File: src/design/sx_defs.svh
// Constants for the swap, skip, table read and XOR execution unit.
`ifndef SX_DEFS_SVH
`define SX_DEFS_SVH

// Data widths.
`define SX_DW          8
`define SX_MEM_AW      7
`define SX_ROM_AW      10
`define SX_ROM_DW      14
`define SX_PAGE_W      2
`define SX_HIGH_W      6
`define SX_LAST_PAGE   2'h3
`define SX_ZERO_BYTE   8'h00

// Instruction codes on the decode port.
`define SX_OP_W        4
`define SX_OP_SWAP     4'h0
`define SX_OP_SKZ      4'h1
`define SX_OP_MVSKZ    4'h2
`define SX_OP_BITSKZ   4'h3
`define SX_OP_TRDC     4'h4
`define SX_OP_TRDL     4'h5
`define SX_OP_XORA     4'h6
`define SX_OP_XMEM     4'h7
`define SX_OP_XORI     4'h8

// Register byte offsets on the bus.
`define SX_REG_ACCUM   8'h00
`define SX_REG_FLAGS   8'h04
`define SX_REG_TPTR    8'h08
`define SX_REG_THIGH   8'h0C
`define SX_REG_EXEC    8'h10

// Flag bit positions in the flags register.
`define SX_FLAG_C      0
`define SX_FLAG_AC     1
`define SX_FLAG_Z      2
`define SX_FLAG_OV     3
`define SX_FLAG_W      4

// Reset values.
`define SX_RST_BYTE    8'h00
`define SX_RST_FLAGS   4'h0
`define SX_RST_CNT     8'h00

`endif

File: src/design/sx_pkg.sv
// Types shared by the swap, skip, table read and XOR execution unit.
package sx_pkg;

   // Sequencer states, one-hot.
   typedef enum logic [2:0] {
      SX_ST_IDLE  = 3'b001,
      SX_ST_EXEC  = 3'b010,
      SX_ST_DUMMY = 3'b100
   } sx_state_e;

   // Byte carried through the unit.
   typedef logic [7:0] sx_byte_t;

endpackage

File: src/design/sx_exec_unit.sv
// Execution unit for nibble swap, zero skips, table reads and XOR instructions.
//
// Function
// - Swap nibbles of memory byte into accumulator; memory stays unchanged.
// - Skip-if-zero skips next instruction when whole memory byte is zero.
// - A taken skip discards the prefetch and adds one dummy cycle.
// - Move-and-skip copies memory into accumulator, skipping when value is zero.
// - Bit-test skip skips next instruction when selected memory bit is zero.
// - Current-page table read: low byte to memory, high byte to latch.
// - XOR accumulator with memory into accumulator, updating only zero flag.
// - XOR accumulator with memory back into memory, updating zero flag.
// - XOR accumulator with immediate into accumulator, updating zero flag.
//
// The implementer's own choices: the register offsets and the Wishbone slave port.
`timescale 1ns/10ps
`default_nettype none
`include "sx_defs.svh"

module sx_exec_unit (
   input  wire logic                    clk_i,
   input  wire logic                    rst_i,
   // Instruction port from the decoder.
   input  wire logic                    instr_valid_i,
   input  wire logic [`SX_OP_W-1:0]     instr_op_i,
   input  wire logic [`SX_MEM_AW-1:0]   instr_addr_i,
   input  wire logic [2:0]              instr_bit_i,
   input  wire logic [`SX_DW-1:0]       instr_imm_i,
   input  wire logic [`SX_PAGE_W-1:0]   pc_page_i,
   output logic                         instr_ready_o,
   output logic                         skip_o,
   // Data memory port, asynchronous read, write on the clock edge.
   output logic [`SX_MEM_AW-1:0]        mem_addr_o,
   input  wire logic [`SX_DW-1:0]       mem_rdata_i,
   output logic                         mem_we_o,
   output logic [`SX_DW-1:0]            mem_wdata_o,
   // Program ROM port, asynchronous read.
   output logic [`SX_ROM_AW-1:0]        rom_addr_o,
   input  wire logic [`SX_ROM_DW-1:0]   rom_data_i,
   // Accumulator value for the rest of the core.
   output logic [`SX_DW-1:0]            accumulator_o,
   // Classic Wishbone slave.
   input  wire logic                    wb_cyc_i,
   input  wire logic                    wb_stb_i,
   input  wire logic                    wb_we_i,
   input  wire logic [7:0]              wb_adr_i,
   input  wire logic [3:0]              wb_sel_i,
   input  wire logic [31:0]             wb_dat_i,
   output logic [31:0]                  wb_dat_o,
   output logic                         wb_ack_o
);

   sx_pkg::sx_state_e            state_q;
   logic [`SX_OP_W-1:0]          op_q;
   logic [2:0]                   bit_q;
   logic [`SX_DW-1:0]            imm_q;
   logic [`SX_DW-1:0]            accumulator_q;
   logic [`SX_FLAG_W-1:0]        flags_q;
   logic [`SX_DW-1:0]            table_pointer_q;
   logic [`SX_HIGH_W-1:0]        table_high_latch_q;
   logic                         last_skip_q;
   logic [7:0]                   skip_cnt_q;

   logic                         accept;
   logic                         exec;
   logic                         bus_req;
   logic                         bus_wr;
   logic [`SX_DW-1:0]            mem_byte;
   logic [`SX_DW-1:0]            xor_mem;
   logic [`SX_DW-1:0]            xor_imm;
   logic                         skip_d;
   logic                         accum_wr;
   logic [`SX_DW-1:0]            accum_d;
   logic                         z_wr;
   logic                         z_d;
   logic                         mem_wr;
   logic [`SX_DW-1:0]            mem_d;
   logic                         high_wr;
   logic [`SX_PAGE_W-1:0]        page_sel;

   // Handshakes: an instruction is taken while the unit is idle and ready.
   assign accept   = instr_valid_i && instr_ready_o;
   assign exec     = (state_q == sx_pkg::SX_ST_EXEC);
   assign bus_req  = wb_cyc_i && wb_stb_i && !wb_ack_o;
   assign bus_wr   = bus_req && wb_we_i && wb_sel_i[0];
   assign mem_byte = mem_rdata_i;
   assign xor_mem  = accumulator_q ^ mem_byte;
   assign xor_imm  = accumulator_q ^ imm_q;

   // Table page: the program counter page or the fixed last page.
   always_comb begin
      if (instr_op_i == `SX_OP_TRDL) begin
         page_sel = `SX_LAST_PAGE;
      end else begin
         page_sel = pc_page_i;
      end
   end

   // Result of the instruction held in the execute cycle.
   always_comb begin
      skip_d  = 1'b0;
      accum_wr = 1'b0;
      accum_d  = accumulator_q;
      z_wr    = 1'b0;
      z_d     = flags_q[`SX_FLAG_Z];
      mem_wr  = 1'b0;
      mem_d   = mem_byte;
      high_wr = 1'b0;
      unique case (op_q)
         `SX_OP_SWAP: begin
            accum_wr = 1'b1;
            accum_d  = {mem_byte[3:0], mem_byte[7:4]};
         end
         `SX_OP_SKZ: begin
            skip_d = (mem_byte == `SX_ZERO_BYTE);
         end
         `SX_OP_MVSKZ: begin
            accum_wr = 1'b1;
            accum_d  = mem_byte;
            skip_d = (mem_byte == `SX_ZERO_BYTE);
         end
         `SX_OP_BITSKZ: begin
            skip_d = !mem_byte[bit_q];
         end
         `SX_OP_TRDC, `SX_OP_TRDL: begin
            mem_wr  = 1'b1;
            mem_d   = rom_data_i[`SX_DW-1:0];
            high_wr = 1'b1;
         end
         `SX_OP_XORA: begin
            accum_wr = 1'b1;
            accum_d  = xor_mem;
            z_wr   = 1'b1;
            z_d    = (xor_mem == `SX_ZERO_BYTE);
         end
         `SX_OP_XMEM: begin
            mem_wr = 1'b1;
            mem_d  = xor_mem;
            z_wr   = 1'b1;
            z_d    = (xor_mem == `SX_ZERO_BYTE);
         end
         `SX_OP_XORI: begin
            accum_wr = 1'b1;
            accum_d  = xor_imm;
            z_wr   = 1'b1;
            z_d    = (xor_imm == `SX_ZERO_BYTE);
         end
         default: begin
            skip_d = 1'b0;
         end
      endcase
   end

   // Sequencer: idle, one execute cycle, and a dummy cycle for a taken skip.
   always_ff @(posedge clk_i) begin
      if (rst_i) begin
         state_q       <= sx_pkg::SX_ST_IDLE;
         instr_ready_o <= 1'b1;
         skip_o        <= 1'b0;
      end else begin
         unique case (state_q)
            sx_pkg::SX_ST_IDLE: begin
               skip_o <= 1'b0;
               if (accept) begin
                  state_q       <= sx_pkg::SX_ST_EXEC;
                  instr_ready_o <= 1'b0;
               end
            end
            sx_pkg::SX_ST_EXEC: begin
               if (skip_d) begin
                  state_q <= sx_pkg::SX_ST_DUMMY;
                  skip_o  <= 1'b1;
               end else begin
                  state_q       <= sx_pkg::SX_ST_IDLE;
                  instr_ready_o <= 1'b1;
               end
            end
            sx_pkg::SX_ST_DUMMY: begin
               state_q       <= sx_pkg::SX_ST_IDLE;
               instr_ready_o <= 1'b1;
               skip_o        <= 1'b0;
            end
            default: begin
               state_q       <= sx_pkg::SX_ST_IDLE;
               instr_ready_o <= 1'b1;
               skip_o        <= 1'b0;
            end
         endcase
      end
   end

   // Instruction fields are captured when the instruction is taken.
   always_ff @(posedge clk_i) begin
      if (rst_i) begin
         op_q  <= `SX_OP_SWAP;
         bit_q <= 3'h0;
         imm_q <= `SX_RST_BYTE;
      end else if (accept) begin
         op_q  <= instr_op_i;
         bit_q <= instr_bit_i;
         imm_q <= instr_imm_i;
      end
   end

   // Memory and ROM addresses are registered when the instruction is taken, for use in the execute cycle.
   always_ff @(posedge clk_i) begin
      if (rst_i) begin
         mem_addr_o <= {`SX_MEM_AW{1'b0}};
         rom_addr_o <= {`SX_ROM_AW{1'b0}};
      end else if (accept) begin
         mem_addr_o <= instr_addr_i;
         rom_addr_o <= {page_sel, table_pointer_q};
      end
   end

   // Memory write strobe lasts one cycle, after the execute cycle.
   always_ff @(posedge clk_i) begin
      if (rst_i) begin
         mem_we_o    <= 1'b0;
         mem_wdata_o <= `SX_RST_BYTE;
      end else begin
         mem_we_o <= exec && mem_wr;
         if (exec && mem_wr) begin
            mem_wdata_o <= mem_d;
         end
      end
   end

   // Accumulator: execution wins over a bus write in the same cycle.
   always_ff @(posedge clk_i) begin
      if (rst_i) begin
         accumulator_q <= `SX_RST_BYTE;
      end else if (exec && accum_wr) begin
         accumulator_q <= accum_d;
      end else if (bus_wr && wb_adr_i == `SX_REG_ACCUM) begin
         accumulator_q <= wb_dat_i[`SX_DW-1:0];
      end
   end

   // Mirror of the accumulator for the core.
   always_ff @(posedge clk_i) begin
      if (rst_i) begin
         accumulator_o <= `SX_RST_BYTE;
      end else if (exec && accum_wr) begin
         accumulator_o <= accum_d;
      end else if (bus_wr && wb_adr_i == `SX_REG_ACCUM) begin
         accumulator_o <= wb_dat_i[`SX_DW-1:0];
      end
   end

   // Status flags: only XOR touches zero; others keep every flag.
   always_ff @(posedge clk_i) begin
      if (rst_i) begin
         flags_q <= `SX_RST_FLAGS;
      end else if (exec && z_wr) begin
         flags_q[`SX_FLAG_Z] <= z_d;
      end else if (bus_wr && wb_adr_i == `SX_REG_FLAGS) begin
         flags_q <= wb_dat_i[`SX_FLAG_W-1:0];
      end
   end

   // Table pointer is set by software and steers the ROM address.
   always_ff @(posedge clk_i) begin
      if (rst_i) begin
         table_pointer_q <= `SX_RST_BYTE;
      end else if (bus_wr && wb_adr_i == `SX_REG_TPTR) begin
         table_pointer_q <= wb_dat_i[`SX_DW-1:0];
      end
   end

   // Table-high latch takes the upper ROM bits on a table read.
   always_ff @(posedge clk_i) begin
      if (rst_i) begin
         table_high_latch_q <= {`SX_HIGH_W{1'b0}};
      end else if (exec && high_wr) begin
         table_high_latch_q <= rom_data_i[`SX_ROM_DW-1:`SX_DW];
      end
   end

   // Skip history: last outcome and a wrapping count of taken skips.
   always_ff @(posedge clk_i) begin
      if (rst_i) begin
         last_skip_q <= 1'b0;
         skip_cnt_q  <= `SX_RST_CNT;
      end else if (exec) begin
         last_skip_q <= skip_d;
         if (skip_d) begin
            skip_cnt_q <= skip_cnt_q + 8'h01;
         end
      end
   end

   // Bus answer: one wait state, ack for one cycle, zero for unmapped words.
   always_ff @(posedge clk_i) begin
      if (rst_i) begin
         wb_ack_o <= 1'b0;
         wb_dat_o <= 32'h0000_0000;
      end else begin
         wb_ack_o <= bus_req;
         if (bus_req) begin
            unique case (wb_adr_i)
               `SX_REG_ACCUM: wb_dat_o <= {24'h00_0000, accumulator_q};
               `SX_REG_FLAGS: wb_dat_o <= {28'h000_0000, flags_q};
               `SX_REG_TPTR:  wb_dat_o <= {24'h00_0000, table_pointer_q};
               `SX_REG_THIGH: wb_dat_o <= {26'h000_0000, table_high_latch_q};
               `SX_REG_EXEC:  wb_dat_o <= {16'h0000, skip_cnt_q, 6'h00,
                                           last_skip_q, !instr_ready_o};
               default:       wb_dat_o <= 32'h0000_0000;
            endcase
         end
      end
   end

endmodule
`default_nettype wire

File: config.mk
export PLATFORM = sky130hd
export DESIGN_NAME = sx_exec_unit
export DESIGN_NICKNAME = d
export VERILOG_FILES = /design/src/design/sx_pkg.sv /design/src/design/sx_exec_unit.sv
export VERILOG_INCLUDE_DIRS = /design/src /design/src/design
export SDC_FILE = /design/constraint.sdc
export NUM_CORES = 1
export LEC_CHECK = 0
export ABC_AREA = 1
export ABC_CLOCK_PERIOD_IN_PS = 3200
export BUFFER_PORTS_ARGS = -buffer_cell sky130_fd_sc_hd__buf_2
export CORE_UTILIZATION = 25
export DETAILED_ROUTE_END_ITERATION = 6
export GPL_TIMING_DRIVEN = 0
export PLACE_DENSITY = 0.49
export RECOVER_POWER = 25
export REMOVE_ABC_BUFFERS = 1
export SLEW_MARGIN = 10
export SYNTH_ARGS = -nofsm -noshare
export SYNTH_HDL_FRONTEND = slang
export SYNTH_SLANG_ARGS = --single-unit
File: constraint.sdc
create_clock -name clk_i -period 3.2 [get_ports clk_i]
set_input_delay 0.48 -clock clk_i [delete_from_list [all_inputs] [get_ports clk_i]]
set_output_delay 0.48 -clock clk_i [all_outputs]
set_load 0.02 [all_outputs]
# Yosys cells after proc, flatten, opt, wreduce, memory -nomap -nowiden
# Cells that the tools add are included.
# word_totals
ff_bits	114
word_cells	100
# op_classes
add_sub_neg	1
order_cmp	1
n_eq_ne	19
n_mux	22
bitwise	4
reduce_logical	34
# op_table
operator	n
$pmux W16 S5	1
$logic_not A8 Y1	4
$pmux W8 S4	1
$eq A4 B3 Y1 const B	5
$eq A8 B4 Y1 const B	2
$mux W8	2
$pmux W8 S2	1
$xor A8 B8 Y8	2
$logic_and A1 B1 Y1	12
$reduce_and A2 Y1	5
$mux W3	3
$add A8 B1 Y8 const B	1
$eq A4 B2 Y1 const B	2
$eq A8 B3 Y1 const B	1
$eq A8 B5 Y1 const B	1
$mux W1	8
$reduce_or A2 Y1	4
$pmux W1 S2	3
$pmux W3 S2	1
$reduce_or A3 Y1	2
$ne A5 B1 Y1 const B	1
$eq A4 B1 Y1 const B	1
$eq A4 B4 Y1 const B	1
$logic_not A4 Y1	1
other kinds (11)	16

# Depth between registers and ports, before layout
# depth
ltp_word	7
mapped_depth	11
ltp_nobuf	11

# Worst setup path before layout
# OpenSTA, ideal clock, no wires.
# synth_timing
kind	input-to-reg
start	input wb_adr_i[7]
end	register accumulator_o[1]
setup_time_ns	0.070
arrival_time_ns	1.379
t_required_ns	3.130
path_slack_ns	1.751
stages	7
n_path_buf	0
path_cell_list	nor2_2 nand3_2 nor2_4 nand2_2 nand2_1 o21ai_0 a21oi_1
# synth_via
elab_chain_cells	4
# synth_rtl
element	line	rtl
start: declaration	sx_exec_unit.sv:45	input wire logic [7:0] wb_adr_i,
$logic_not A8 Y1	-	
$logic_and A1 B1 Y1 (no line)	-	
$reduce_bool A2 Y1 (no line)	-	
$reduce_and A2 Y1 (no line)	-	
end signal: assignment	sx_exec_unit.sv:242	accumulator_o <= `SX_RST_BYTE;
end signal: assignment	sx_exec_unit.sv:244	accumulator_o <= accum_d;
end signal: assignment	sx_exec_unit.sv:246	accumulator_o <= wb_dat_i[`SX_DW-1:0];
end: declaration	sx_exec_unit.sv:40	output logic [`SX_DW-1:0] accumulator_o,
# No other way between the ends.
# A chain may end at the register's enable or synchronous reset.

# Worst setup path after layout
# layout_timing
start	register instr_ready_o
end	register rom_addr_o[1]
# layout_via
elab_chain_cells	1
# layout_rtl
element	line	rtl
start: declaration	sx_exec_unit.sv:29	output logic instr_ready_o,
start signal: assignment	sx_exec_unit.sv:157	instr_ready_o <= 1'b1;
start signal: assignment	sx_exec_unit.sv:165	instr_ready_o <= 1'b0;
start signal: assignment	sx_exec_unit.sv:174	instr_ready_o <= 1'b1;
$logic_and A1 B1 Y1	sx_exec_unit.sv:81	assign accept = instr_valid_i && instr_ready_o;
end signal: assignment	sx_exec_unit.sv:208	rom_addr_o <= {`SX_ROM_AW{1'b0}};
end signal: assignment	sx_exec_unit.sv:211	rom_addr_o <= {page_sel, table_pointer_q};
end: declaration	sx_exec_unit.sv:37	output logic [`SX_ROM_AW-1:0] rom_addr_o,
# No other way between the ends.

==> impl_metrics.toml <==
[placed_design]
dpl_cell_area_sq_mm = 0.00552
routabilityCongestion = 0.851
hpwl_microns = 10800
dp.cells = 1021
io_buffers = 121
pre_cts_ws_ns = 0.222

[power]
netSwitchingFraction = 0.288
p_switching_uw = 813
p_per_area_mw_per_mm2 = 489
seqPwrFrac = 0.462
pwr-share-clk = 0.396
combPwrFrac = 0.142
peakVddDrop_v = 0.000257
power.leakage_uw = 0.00253
internal-power_uw = 2010

[synthesis]
synth_area_sq_mm = 0.00476
ys_types = 35
synth_seq_area_share = 0.412
synth_top_area_cell = "dfxtp_1"
synth-seq-cells = 98
syn_area_per_cell_sq_um = 6.93
ys_async_sr_fraction = 0
synth_top_area_share = 0.412
yosysWarnings = 0
synth.most_common_cell = "nor2_1"
synth-edff-count = 0
yosys-top-cells-count = "121 x nor2_1, 116 x nand2_1, 98 x dfxtp_1"
postSynthCellCount = 686
synthTopCellsByArea = "dfxtp_1 41%, nor2_1 9.5%, nand2_1 9.2%"
synth_top_flop_cell = "dfxtp_1"

[grt]
grt_max_degree = 56
antenna_found_initial = 0
grt_use_total = 0.152
grt_pass1_vias = 4251
overflow = 0
grt_pass1_wl_microns = 23200

[detailed_routing]
wl_microns = 14600
via_per_inst = 4.45
num_vias = 4617
routedWlPerCell_microns = 14.1
drt_iter0_drc = 215
postRouteAntennaNets = 0
drc = 0
drtPass1Iterations = 5

[cts]
cts_hold_buffers = 0
cts_tree = "done"
cts_buffers = 9
cts-resized-gates = 0
cts_setup_buffers = 0
htree_levels = 3
clockBufferDepth = 2
clk_pin_slew_ns = 0.07
insertion_delay_ns = 0.35
clkSinkCount = 98
cts-root-buf = "clkbuf_16"

[floorplanning]
fp.dieW_microns = 140
row_count = 50
core_area_sq_mm = 0.0187
ios = 165
start_util = 0.254
die_h_microns = 140
die_area_sq_mm = 0.0196

[timing]
setup_viol = 0
hold_viol_final = 0
relSlewSlack = 0.337
max_freq_mhz = 381
hold_ws_ns = 0.357
fin_crit_sh = 0.821
clock_skew_ns = 0.00675
period_needed_ns = 2.63
tightest_slew_ns = 0.988
setup_ws_ns = 0.573
rsz0062_at_grt = "no"
slew_viol_final = 0

[cells_and_area]
stdcell_count = 1037
fillCellCount = 2119
areaGrowthSynthToFinish_pct = 21.2
drive_above_1_share = 0.168
fin_area_sq_mm = 0.00577
multi_input_area_sq_mm = 0.00240
ff_latch_area_sq_mm = 0.00196
nets = 895
n_antenna_cell = 0

[hold_path]
hp-class = "in -> reg"

[worst_setup_path]
critPathArrivalTime_ns = 2.84
crit_fanout = 40
start_kind = "register"
worstSetupEndpointType = "register"
path_class = "reg -> reg"
cp_data_required_time_ns = 3.42

[run]
drv_cap = 0

[status]
status = "finished, final reports clean"
## per-layer routing
metal / global-route usage / part of all wire
met2: 0.244 / 0.45
met1: 0.205 / 0.49
met3: 0.0356 / 0.059
met4: 0.0405 / 0.0049
met5: 0 / 0
## kinds of logic after synthesis
group           share of synthesized area
compound gates                      0.160
xor+xnor                           0.0295
other cells                      0.000788
buf+inv                            0.0923
fa+ha+maj                         0.00263
simple gates                        0.302
flops                               0.412
## critical path: stages (launching register included)
cell,delay (ns)
dfxtp_1,0.34
nand2_2,0.59
clkinv_1,1.02
o21ai_0,0.48
a21oi_1,0.06
## cells in the final DEF (no fill, tap or decap), drive strengths merged
cell type  synthesis  final
buf               22     88
ha                 1      1
nor3               8      8
xor2               5      5
inv               59     62
and2               1      1
nand3             57     57
nand2            122    122
clkinv             2      3
clkbuf            14     43
o22ai              3      3
conb               1     16
o21ai             79     79
or2                1      1
a21oi             59     59
nand3b             2      2
a22oi              5      5
xnor2             11     11
bufinv             0      1
a31oi              1      1
nor2             130    130
nand4              5      5
clkinvlp           0      2
dfxtp             98     98
## power by group through the flow
stage / Clock, uW / Sequential (uW) / Combinational [uW]
after floorplan: 0 / 1360 / 222
after global placement: 0 / 1330 / 410
after detailed placement: 0 / 1330 / 412
after CTS: 1160 / 1300 / 413
after global routing: 1210 / 1310 / 454
final: 1120 / 1300 / 401
## cell type report
type	instances	share of cell area
Clock buffer	9	0.0391
Multi-Input combinational cell	506	0.416
Inverter	61	0.0397
Timing Repair Buffer	122	0.101
Clock inverter	7	0.0132
Tap cell	234	0.0508
Sequential cell	98	0.340
## registers in the layout, indices dropped and copies added, names as in the netlist, 6 cells and up
signal and count:
accumulator_o 8, imm_q 8, mem_addr_o 7, mem_wdata_o 8
rom_addr_o 10, skip_cnt_q 8, table_high_latch_q 6, table_pointer_q 8
wb_dat_o 16
## metrics by stage
stage,utilization,total power [uW],TNS [ns]
after global placement,0.294,1740,-7.84
after CTS,0.311,2870,0
after floorplan,-,1580,0
final,0.308,2820,0
after detailed placement,0.295,1740,0
after global routing,0.308,2970,0
## path summary, 6_finish.rpt
check                             start                                  to  slack, ns  cells past startpoint
min                      rom_data_i[11]  table_high_latch_q[3]$_SDFFE_PP0P_       0.36                      3
min reg2reg   wb_dat_o[11]$_SDFFE_PP0N_           wb_dat_o[11]$_SDFFE_PP0N_       0.46                      2
max          instr_ready_o$_SDFFE_PP1P_          rom_addr_o[1]$_SDFFE_PP0P_       0.57                      4
max reg2reg  instr_ready_o$_SDFFE_PP1P_          rom_addr_o[1]$_SDFFE_PP0P_       0.57                      4
Note: power is estimated with default switching activity, not from simulation.
